### src/kvm_sel_pkg.sv
// Package with constants and types for the channel selection block.
// What this block does
// - Power-cycle auth port at least one second.
// - Auth path never shares keyboard/mouse paths.
// - Filter lists changed only by administrator.
// - Keep user and administrator roles distinct.
// - Keyboard key sequences never change channel.
// - Switch only on authorized mechanism requests.
// - Exactly one selection mechanism active.
// - Indicator always shows selected computer.
// - Keyboard and mouse always routed together.
// - Only identified keyboard/mouse get switched.
package kvm_sel_pkg;
  // Clock rate in Hz.
  localparam int unsigned CLK_HZ        = 10_000_000;
  // Least auth power-off time in milliseconds.
  localparam int unsigned AUTH_OFF_MS   = 1000;
  // Cycles for the power-off interval, with CLK_HZ/1000 truncated.
  localparam int unsigned AUTH_OFF_CYC  = (CLK_HZ / 1000) * AUTH_OFF_MS;
  // Channel index after reset.
  localparam logic [1:0]  CHAN_RESET    = 2'h0;
  // Filter list word after reset.
  localparam logic [7:0]  FILTER_RESET  = 8'h00;
  // Mechanism index after reset (front panel buttons).
  localparam logic [0:0]  MECH_RESET    = 1'h0;

  // Power sequencing states, Gray along the path.
  typedef enum logic [1:0] {
    PWR_ON  = 2'b00,
    PWR_OFF = 2'b01
  } pwr_state_e;
endpackage

### src/sel_req_if.sv
// Interface carrying a qualified channel request to the selection core.
`timescale 1ns/1ns
`default_nettype none
interface sel_req_if #(parameter int CH_W = 2);
  logic            valid;   // Accepted request pulse.
  logic [CH_W-1:0] chan;    // Requested channel.
  modport src (output valid, output chan);
  modport dst (input valid, input chan);
endinterface
`default_nettype wire

### src/kvm_channel_select_auth_power.sv
// Top of the channel selection, auth power cycling and filter admin logic.
`timescale 1ns/1ns
`default_nettype none
module kvm_channel_select_auth_power
  import kvm_sel_pkg::*;
#(
  parameter int          CH_W    = 2,
  parameter int unsigned OFF_CYC = AUTH_OFF_CYC
) (
  // Clock and reset.
  input  wire logic            mclk_i,
  input  wire logic            rst_n_i,
  // Selection controls from pins.
  input  wire logic            mech_remote_i,
  input  wire logic            btn_req_i,
  input  wire logic [CH_W-1:0] btn_chan_i,
  input  wire logic            rmt_req_i,
  input  wire logic [CH_W-1:0] rmt_chan_i,
  // Keyboard shortcut request, never acted upon.
  input  wire logic            kbd_hotkey_i,
  // Peripheral identity from the qualification logic.
  input  wire logic            kbd_is_kbd_i,
  input  wire logic            mouse_is_mouse_i,
  input  wire logic            auth_emulated_i,
  // Administration.
  input  wire logic            admin_login_i,
  input  wire logic            admin_logout_i,
  input  wire logic            filt_wr_i,
  input  wire logic [7:0]      filt_data_i,
  // Outputs.
  output logic [CH_W-1:0]      led_chan_o,
  output logic [CH_W-1:0]      kbd_route_o,
  output logic [CH_W-1:0]      mouse_route_o,
  output logic                 kbd_en_o,
  output logic                 mouse_en_o,
  output logic [CH_W-1:0]      auth_route_o,
  output logic                 auth_pwr_o,
  output logic                 admin_role_o,
  output logic [7:0]           configurable_device_filtering_o,
  output logic                 filt_reject_o
);
  // Pin synchronisers: first stage read only by the second.
  localparam int SW = 6 + 2 * CH_W;
  logic [SW-1:0] sync1;
  logic [SW-1:0] sync2;
  always_ff @(posedge mclk_i or negedge rst_n_i) begin
    if (!rst_n_i) begin
      sync1 <= '0;
      sync2 <= '0;
    end else begin
      sync1 <= {mech_remote_i, btn_req_i, rmt_req_i, admin_login_i, admin_logout_i,
                filt_wr_i, btn_chan_i, rmt_chan_i};
      sync2 <= sync1;
    end
  end

  // Synchronised request edges for one-shot acceptance.
  logic btn_q;
  logic rmt_q;
  logic btn_rise;
  logic rmt_rise;
  logic wr_q;
  assign btn_rise = sync2[SW-2] & ~btn_q;
  assign rmt_rise = sync2[SW-3] & ~rmt_q;

  // Qualified request carrier.
  sel_req_if #(.CH_W(CH_W)) req ();

  kvm_req_arbiter #(.CH_W(CH_W)) u_arb (
    .mclk_i   (mclk_i),
    .rst_n_i  (rst_n_i),
    .mech_sel (sync2[SW-1]),
    .btn_req  (btn_rise),
    .btn_chan (sync2[2*CH_W-1:CH_W]),
    .rmt_req  (rmt_rise),
    .rmt_chan (sync2[CH_W-1:0]),
    .req      (req)
  );

  // Block state apart from the pin synchronisers.
  typedef struct packed {
    logic [CH_W-1:0] chan;
    pwr_state_e      pwr;
    logic [31:0]     tmr;
    logic            admin;
    logic [7:0]      filt;
    logic            rej;
    logic            btn_q;
    logic            rmt_q;
    logic            wr_q;
  } top_s;
  top_s st;
  top_s next_st;

  assign btn_q = st.btn_q;
  assign rmt_q = st.rmt_q;
  assign wr_q  = st.wr_q;

  // Next-state logic for selection, power timer and admin functions.
  always_comb begin
    logic wr_rise;
    wr_rise = 1'b0;
    next_st = st;
    next_st.btn_q = sync2[SW-2];
    next_st.rmt_q = sync2[SW-3];
    next_st.wr_q  = sync2[SW-6];
    wr_rise = sync2[SW-6] & ~st.wr_q;
    next_st.rej = 1'b0;
    // Hotkey input is deliberately not part of any term below.
    if (req.valid && req.chan != st.chan) begin
      next_st.chan = req.chan;
      if (!auth_emulated_i) begin
        next_st.pwr = PWR_OFF;
        next_st.tmr = OFF_CYC - 1;
      end
    end else if (st.pwr == PWR_OFF) begin
      // Count out the power-off interval, then restore power.
      if (st.tmr == 32'h0000_0000) begin
        next_st.pwr = PWR_ON;
      end else begin
        next_st.tmr = st.tmr - 32'h0000_0001;
      end
    end
    // Role tracking: logout wins so the role drops safely.
    if (sync2[SW-5]) begin
      next_st.admin = 1'b0;
    end else if (sync2[SW-4]) begin
      next_st.admin = 1'b1;
    end
    // Filter list writes only under the administrator role.
    if (wr_rise) begin
      if (st.admin) begin
        next_st.filt = filt_data_i;
      end else begin
        next_st.rej = 1'b1;
      end
    end
  end

  // State register.
  always_ff @(posedge mclk_i or negedge rst_n_i) begin
    if (!rst_n_i) begin
      st       <= '0;
      st.chan  <= CHAN_RESET;
      st.pwr   <= PWR_ON;
      st.filt  <= FILTER_RESET;
    end else begin
      st <= next_st;
    end
  end

  // Indicator follows the index register from reset with no gap.
  assign led_chan_o    = st.chan;
  // Keyboard and mouse share one index.
  assign kbd_route_o   = st.chan;
  assign mouse_route_o = st.chan;
  assign kbd_en_o      = kbd_is_kbd_i & mouse_is_mouse_i;
  assign mouse_en_o    = kbd_is_kbd_i & mouse_is_mouse_i;
  // Auth path is its own output, never merged with HID paths.
  assign auth_route_o  = st.chan;
  assign auth_pwr_o    = (st.pwr == PWR_ON);
  assign admin_role_o  = st.admin;
  assign configurable_device_filtering_o = st.filt;
  assign filt_reject_o = st.rej;
endmodule
`default_nettype wire

### src/kvm_req_arbiter.sv
// Selects the single active mechanism and qualifies its requests.
`timescale 1ns/1ns
`default_nettype none
module kvm_req_arbiter
  import kvm_sel_pkg::*;
#(
  parameter int CH_W = 2
) (
  // Clock and reset.
  input  wire logic            mclk_i,
  input  wire logic            rst_n_i,
  // Mechanism choice and the two synchronised request sources.
  input  wire logic            mech_sel,
  input  wire logic            btn_req,
  input  wire logic [CH_W-1:0] btn_chan,
  input  wire logic            rmt_req,
  input  wire logic [CH_W-1:0] rmt_chan,
  // Qualified request out.
  sel_req_if.src               req
);
  // Registered request state.
  typedef struct packed {
    logic            valid;
    logic [CH_W-1:0] chan;
  } arb_s;
  arb_s st;
  arb_s next_st;

  // Only the active mechanism passes; the other is dropped.
  always_comb begin
    next_st = '0;
    if (mech_sel == 1'b0) begin
      next_st.valid = btn_req;
      next_st.chan  = btn_chan;
    end else begin
      next_st.valid = rmt_req;
      next_st.chan  = rmt_chan;
    end
  end

  // Register the qualified request.
  always_ff @(posedge mclk_i or negedge rst_n_i) begin
    if (!rst_n_i) begin
      st <= '0;
    end else begin
      st <= next_st;
    end
  end

  assign req.valid = st.valid;
  assign req.chan  = st.chan;
endmodule
`default_nettype wire

### config.mk
export PLATFORM = sky130hd
export DESIGN_NAME = kvm_channel_select_auth_power
export DESIGN_NICKNAME = d
export VERILOG_FILES = /design/src/kvm_sel_pkg.sv /design/src/sel_req_if.sv /design/src/kvm_channel_select_auth_power.sv /design/src/kvm_req_arbiter.sv
export SDC_FILE = /design/constraint.sdc
export NUM_CORES = 1
export LEC_CHECK = 0
export ABC_CLOCK_PERIOD_IN_PS = 2900
export BUFFER_PORTS_ARGS = -buffer_cell sky130_fd_sc_hd__buf_2
export CAP_MARGIN = 20
export CORE_ASPECT_RATIO = 0.7
export CORE_MARGIN = 3
export CORE_UTILIZATION = 52
export CTS_CLUSTER_SIZE = 14
export DETAILED_ROUTE_END_ITERATION = 10
export GPL_TIMING_DRIVEN = 0
export PLACE_DENSITY = 0.81
export SLEW_MARGIN = 20
export SYNTH_ARGS = -nofsm -noshare
export SYNTH_HDL_FRONTEND = slang
export SYNTH_SLANG_ARGS = --single-unit
### constraint.sdc
create_clock -name mclk_i -period 2.9 [get_ports mclk_i]
set_clock_uncertainty 0.15 [all_clocks]
set_input_delay 0.145 -clock mclk_i [delete_from_list [all_inputs] [get_ports mclk_i]]
set_output_delay 0.145 -clock mclk_i [all_outputs]
set_load 0.01 [all_outputs]
==> results_dict.tcl, run 1 <==
set metrics [dict create \
    grt_util_all_layers_pct 25.89 \
    synth_warnings 0 \
    grt_antenna_before_repair 0 \
    critical_path_class "register to register" \
    port_buffers 43 \
    achievable-frequency_ghz 0.3499 \
    detail_route.wl_per_cell_um 18.70 \
    grt_pass1_wl_mm 14.84 \
    power_switching_share_pct 31.34 \
    timing.reg2reg.setup_slack_ps 40 \
    power_frac_comb_pct 20.1 \
    synth-edff-count 0 \
    synth.distinct_cells 52 \
    synth_largest_type_area_fraction_pct 52.67 \
    h_tree_level_count 3 \
    switching_power_mw 0.7915 \
    pwr-share-clk_pct 33.7 \
    share_seq_of_total_power_pct 46.2 \
    worst_setup_path_end "st[33]" \
    critical_path_s_top_delay_family "simple AND/OR/NAND/NOR gates" \
    synth_commonest_cells "sky130_fd_sc_hd__dfrtp_1 (71), sky130_fd_sc_hd__buf_4 (19), sky130_fd_sc_hd__nand2_1 (18), sky130_fd_sc_hd__or4_1 (18), sky130_fd_sc_hd__nor2_1 (17)" \
    clock_tree.buffer_depth 2 \
    number_of_top_level_design_ports 45 \
    tightest_slew_ps 912.7 \
    regToRegEndpoint "st[33]" \
    finalWeightedCongestion 0.8810 \
    largest_net_degree_at_the_start_of_global_routing 56 \
    finalSetupViolCount 0 \
    diodes 0 \
    area_delta_synth_final_pct 25.33 \
    final_cell_count_no_fill 471 \
    timing.slew.headroom_pct 38.59 \
    worst_skew_late_latency_ps 360 \
    place.detailed.hpwl_mm 5.357 \
    final_layout_size_suffix_gt1_share_pct 30.05 \
    yosys.cell_count.top_type "sky130_fd_sc_hd__dfrtp_1" \
    period_needed_ps 2858 \
    filler_cell_count 422 \
    min-delay-path-class "input port to async pin" \
    clock_tree_from_tritoncts "built" \
    overall_overflow_remaining_after_global_route 0 \
    timing.final.hold_violations 0 \
    die-height_um 73.39 \
    rr_worst_depth 7 \
    intPower_mw 1.734 \
    cellLeakagePower_nw 1.835 \
    die_area_um2 7505 \
    yosysTopAreaCell "sky130_fd_sc_hd__dfrtp_1" \
    crit_path_top_delay_cell "sky130_fd_sc_hd__or4_4" \
    crit_path_start "st[22]" \
    run_status "completed" \
    dpl.cell_count 428 \
    rsz0062_at_grt "yes" \
    critical_path_cell_by_cell "or4_4 > or4_4 > or4_4 > buf_6 > buf_8 > a311oi_2 > nor2_1" \
    core_region_area_um2 5986 \
    ys_seq_elements 71 \
    die_w_um 102.3 \
    crit_arrival_ps 2950 \
    powerDensity_nw_per_um2 597.3 \
    postPlaceCellArea_um2 3712 \
    ant_nets 0 \
    cp.required_ps 2990 \
    timing_max_transition_violations_final 0 \
    detail_route.first_pass.iterations 6 \
    critical_path_most_common_cell "sky130_fd_sc_hd__or4_4" \
    route.detailed.vias_per_inst 6.223 \
    finish.net_count 416 \
    worst-path-max-fanout 10 \
    fin_crit_sh_pct 98.54 \
    synthesis.instances 309 \
    syn_area_cell_um2 10.92 \
    net_count_of_the_mapped_netlist 334 \
    max_stage_delay_ps 550 \
    std_cell_rows 23 \
    clock-sinks 71 \
    ys_seq_area_share_pct 52.67 \
    worst_ir_drop_vdd_v 0.0004065 \
    timing.critical_path.to_type "register" \
    crit_buf_inv 2 \
    synth_top_cells_by_area "sky130_fd_sc_hd__dfrtp_1 (53%), sky130_fd_sc_hd__buf_4 (4.2%), sky130_fd_sc_hd__or4_1 (4.0%), sky130_fd_sc_hd__mux2_2 (4.0%), sky130_fd_sc_hd__o31ai_1 (3.3%)" \
    final_cell_area_um2 4228 \
    design_power_total_mw 2.525 \
    synth-main-ff-cell "sky130_fd_sc_hd__dfrtp_1" \
    rr_startpoint "st[22]" \
    max-cap-violations 0 \
    critical_path.startpoint_type "register" \
    detail_route.drc_violations 0 \
    ctsRootBufferMaster "sky130_fd_sc_hd__clkbuf_8" \
    syn-cell-area_um2 3373 \
    first_global_vias 3031 \
    detail_route.iter0.violations 300 \
    tritoncts.num_buffers 9 \
    ys_async_sr_fraction_pct 100.0 \
    timing.critical_path.depth 7 \
    postRouteWirelength_mm 8.810 \
    route.vias.total 2931 \
    path_clk_slew_ps 90 \
    initial_utilization_pct 56.35 \
]
==> sequential cells by signal, indices dropped and copies added, names as in the netlist <==
| signal | flops |
|---|---|
| admin_role_o | 1 |
| auth_route_o | 2 |
| btn_q | 1 |
| configurable_device_filtering_o | 8 |
| filt_reject_o | 1 |
| rmt_q | 1 |
| st | 33 |
| sync1 | 10 |
| sync2 | 10 |
| u_arb.req.chan | 2 |
| u_arb.req.valid | 1 |
| wr_q | 1 |
==> power by group through the flow <==
stage | combinational (mW) | sequential [mW] | clock, mW
6_report | 0.506 | 1.17 | 0.852
4_1_cts | 0.491 | 1.16 | 0.859
3_5_place_dp | 0.454 | 1.18 | 0
3_3_place_gp | 0.428 | 1.17 | 0
5_1_grt | 0.560 | 1.18 | 0.921
2_1_floorplan | 0.300 | 1.16 | 0
==> logic make-up (layout without fill, tap and decap cells) <==
kind of cell / after synthesis / after routing / synth area share [%]
simple gates: 123 / 123 / 21.29
flops: 71 / 71 / 52.67
compound gates: 54 / 54 / 11.80
buf+inv: 36 / 123 / 6.454
mux: 20 / 20 / 6.380
xor+xnor: 4 / 4 / 1.039
fa+ha+maj: 1 / 1 / 0.3709
==> how the worst min path moves through the flow <==
stage                          from            to  slack, ps  cells past startpoint
after global placement    rmt_req_i      sync1[7]        100                      1
after global routing        rst_n_i        st[24]         50                      2
final                       rst_n_i        st[45]         50                      2
after CTS                   rst_n_i        st[24]         40                      2
after floorplan             rst_n_i  admin_role_o       -300                      0
after detailed placement    rst_n_i        st[22]       -120                      1
==> placed cells by master, fill, tap and decap left out, types with 3 or more instances in the layout <==
cell type,instances
sky130_fd_sc_hd__a21oi_1,12
sky130_fd_sc_hd__and2_1,5
sky130_fd_sc_hd__buf_2,44
sky130_fd_sc_hd__buf_4,27
sky130_fd_sc_hd__clkbuf_1,6
sky130_fd_sc_hd__clkbuf_8,9
sky130_fd_sc_hd__dfrtp_1,71
sky130_fd_sc_hd__dlygate4sd3_1,19
sky130_fd_sc_hd__inv_1,6
sky130_fd_sc_hd__mux2_2,12
sky130_fd_sc_hd__mux2i_1,8
sky130_fd_sc_hd__nand2_1,18
sky130_fd_sc_hd__nand2b_1,10
sky130_fd_sc_hd__nand3_1,16
sky130_fd_sc_hd__nand4_1,6
sky130_fd_sc_hd__nor2_1,17
sky130_fd_sc_hd__nor3_1,6
sky130_fd_sc_hd__nor4_1,8
sky130_fd_sc_hd__o21ai_1,3
sky130_fd_sc_hd__o31ai_1,15
sky130_fd_sc_hd__or3_1,6
sky130_fd_sc_hd__or4_1,15
sky130_fd_sc_hd__or4_4,5
==> metrics by stage <==
step	hold slack [ps]	utilization, %	setup TNS [ps]	setup slack [ps]
after CTS	41.73	69.19	0	2.796
after detailed placement	-116.9	62.02	-220.2	-92.72
final	53.48	70.63	0	42.38
after global placement	102.2	61.52	-53.92	-30.68
after global routing	53.38	70.63	-140.4	-65.31
after floorplan	-300.6	-	0	177.6
==> layout make-up <==
| cell class | count | area (um2) | area share [%] |
|---|---|---|---|
| repair buffers | 71 | 495.5 | 11.72 |
| plain buffers | 29 | 205.2 | 4.854 |
| clock inverters | 7 | 86.33 | 2.042 |
| flip-flops and latches | 71 | 1777 | 42.02 |
| clock buffers | 9 | 123.9 | 2.930 |
| multi-input cells | 202 | 1420 | 33.59 |
| well taps | 75 | 93.84 | 2.220 |
| inverters | 7 | 26.28 | 0.6215 |
==> metal layers <==
| layer | vias up | routed length [um] | global-route usage, % |
|---|---|---|---|
| met4 | 0 | 98 | 9.025 |
| met5 | - | 0 | 0 |
| met2 | 163 | 4294 | 41.40 |
| li1 | 1312 | - | - |
| met1 | 1442 | 3569 | 33.39 |
| met3 | 14 | 848 | 8.349 |
==> timing repair <==
item | CTS | global route
setup endpoints to repair | 6 | 23
hold endpoints to repair | 89 | 0
hold buffers | 19 | 0
resized for setup | 3 | 13
pin swaps | 2 | 6
buffers inserted | 3 | 5
No activity file was read; power rests on OpenSTA's default activity.
==> inputs of run 2 (changes only) <==
--- a/config.mk
+++ b/config.mk
@@ -8,9 +8,11 @@
 export ABC_CLOCK_PERIOD_IN_PS = 2900
 export BUFFER_PORTS_ARGS = -buffer_cell sky130_fd_sc_hd__buf_2
 export CAP_MARGIN = 20
+export CELL_PAD_IN_SITES_DETAIL_PLACEMENT = 0
+export CELL_PAD_IN_SITES_GLOBAL_PLACEMENT = 2
 export CORE_ASPECT_RATIO = 0.7
 export CORE_MARGIN = 3
-export CORE_UTILIZATION = 52
+export CORE_UTILIZATION = 34
 export CTS_CLUSTER_SIZE = 14
 export DETAILED_ROUTE_END_ITERATION = 10
 export GPL_TIMING_DRIVEN = 0
==> results_dict.tcl, run 2 (synthesized netlist as in run 1, its figures left out) <==
set metrics [dict create \
    run_status "completed" \
    worst_setup_path_end "st[33]" \
    detail_route.drc_violations 0 \
    worst-path-max-fanout 10 \
    max-cap-violations 0 \
    ant_nets 0 \
    tightest_slew_ps 871.3 \
    route.vias.total 2697 \
    pwr-share-clk_pct 39.9 \
    largest_register "st" \
    final_critical_path_setup_slack_ps 49.80 \
    grt_antenna_before_repair 0 \
    setup-tns-final_ps 0 \
    register_area_um2 1777 \
    port_buffers 43 \
    ctsRootBufferMaster "sky130_fd_sc_hd__clkbuf_16" \
    worst_skew_late_latency_ps 340 \
    period_needed_ps 2850 \
    pre_cts_ws_ps -169.8 \
    timing.slew.headroom_pct 41.38 \
    timing_max_transition_violations_final 0 \
    largest_register_ff_count 33 \
    overall_overflow_remaining_after_global_route 0 \
    critical_path.startpoint_type "register" \
    crit_arrival_ps 2920 \
    area_delta_synth_final_pct 28.00 \
    clock-sinks 71 \
    route.detailed.vias_per_inst 5.237 \
    multiInputGateArea_um2 1399 \
    switching_power_mw 0.8264 \
    finish.net_count 411 \
    top_regs "st (33), sync1 (10), sync2 (10)" \
    detail_route.wl_per_cell_um 15.99 \
    worst_ir_drop_vdd_v 0.0003398 \
    detail_route.first_pass.iterations 4 \
    first_global_vias 2697 \
    filler_cell_count 873 \
    largest_net_degree_at_the_start_of_global_routing 47 \
    grt_pass1_wl_mm 14.19 \
    rr_worst_depth 7 \
    die-height_um 89.34 \
    power_frac_comb_pct 17.9 \
    powerDensity_nw_per_um2 637.5 \
    detail_route.iter0.violations 222 \
    share_seq_of_total_power_pct 42.2 \
    final_common_cell "sky130_fd_sc_hd__dfrtp_1" \
    timing.final.hold_violations 0 \
    critical_path_class "register to register" \
    design_power_total_mw 2.753 \
    tritoncts.num_buffers 9 \
    number_of_top_level_design_ports 45 \
    power_switching_share_pct 30.02 \
    place.detailed.hpwl_mm 5.739 \
    cp.required_ps 2970 \
    timing.critical_path.to_type "register" \
    finalWeightedCongestion 0.8177 \
    finalSetupViolCount 0 \
    min-delay-path-class "input port to async pin" \
    sum_of_met3_wire_segment_lengths_after_detailed_routing_um 432 \
    core_region_area_um2 9361 \
    clock_tree_from_tritoncts "built" \
    regToRegEndpoint "st[33]" \
    die_w_um 125.1 \
    h_tree_level_count 3 \
    path_clk_slew_ps 60 \
    die_area_um2 11170 \
    postRouteWirelength_mm 8.235 \
    final_cell_mix "sky130_fd_sc_hd__dfrtp_1 (71), sky130_fd_sc_hd__buf_2 (42), sky130_fd_sc_hd__buf_4 (23)" \
    rr_startpoint "st[22]" \
    achievable-frequency_ghz 0.3509 \
    grt_util_all_layers_pct 16.36 \
    wl_met2_mm 3.646 \
    diodes 0 \
    fin_crit_sh_pct 98.28 \
    final_layout_size_suffix_gt1_share_pct 28.64 \
    initial_utilization_pct 36.03 \
    crit_path_start "st[22]" \
    std_cell_rows 29 \
    timing.reg2reg.setup_slack_ps 50 \
    intPower_mw 1.926 \
    cellLeakagePower_nw 1.846 \
    met1Wirelength_mm 4.060 \
    clock_tree.buffer_depth 2 \
    top_layer "met4" \
]
[run 2: cell types whose count changed in the layout (fill, tap and decap cells not counted), moves of 2 or more]
cell	change
sky130_fd_sc_hd__buf_2	-2
sky130_fd_sc_hd__buf_4	-4
sky130_fd_sc_hd__inv_8	+2
sky130_fd_sc_hd__clkbuf_8	-9
sky130_fd_sc_hd__clkbuf_16	+9
[run 2: timing repair]
item,4_1_cts,5_1_grt
pin swaps,1,1
resized for setup,2,14
setup endpoints to repair,25,24
hold buffers,19,0
buffers inserted,1,2
endpoints found under the hold margin,89,0
[run 2: metal layers]
metal | GRT usage [%] | vias to the layer above
li1 | - | 1310
met1 | 22.27 | 1314
met2 | 25.65 | 63
met3 | 5.015 | 10
met4 | 4.528 | 0
met5 | 0 | -
[run 2: power groups by stage]
stage | clock network, mW | registers (mW) | logic, mW
floorplan | 0 | 1.16 | 0.300
global placement | 0 | 1.17 | 0.450
detailed placement | 0 | 1.18 | 0.463
CTS | 1.13 | 1.16 | 0.484
global route | 1.17 | 1.18 | 0.546
finish | 1.10 | 1.16 | 0.493
[run 2: how the worst min path moves through the flow]
stage                                from      endpoint  cells past startpoint
after global routing              rst_n_i        st[18]                      2
after CTS                 auth_emulated_i        st[37]                      4
after detailed placement          rst_n_i        st[17]                      1
after global placement      rmt_chan_i[0]      sync1[0]                      1
final                             rst_n_i        st[17]                      2
after floorplan                   rst_n_i  admin_role_o                      0
[run 2: layout make-up]
cell class / instances / share of cell area (%)
sequential: 71 / 41.15
multi-input combinational: 202 / 32.40
timing repair buffer: 66 / 10.61
clock buffer: 9 / 5.216
buffer: 29 / 4.781
tap: 124 / 3.593
clock inverter: 7 / 1.652
inverter: 7 / 0.6085
[run 2: critical path, stage by stage (launching register included)]
cell	delay (ps)
sky130_fd_sc_hd__dfrtp_1	380
sky130_fd_sc_hd__or4_4	550
sky130_fd_sc_hd__or4_4	550
sky130_fd_sc_hd__or4_4	500
sky130_fd_sc_hd__buf_6	150
sky130_fd_sc_hd__buf_6	140
sky130_fd_sc_hd__a311oi_2	240
sky130_fd_sc_hd__nor2_1	70
[run 2: through the flow]
stage                     std cells  hold WS, ps  area, um2  utilization, %
after global routing            515        146.9       4318           46.12
after CTS                       513        122.5       4277           45.68
final                           515        115.5       4318           46.12
after global placement          476        102.3       3744           39.99
after detailed placement        477       -57.53       3774           40.31
after floorplan                 309       -300.6       3373               -
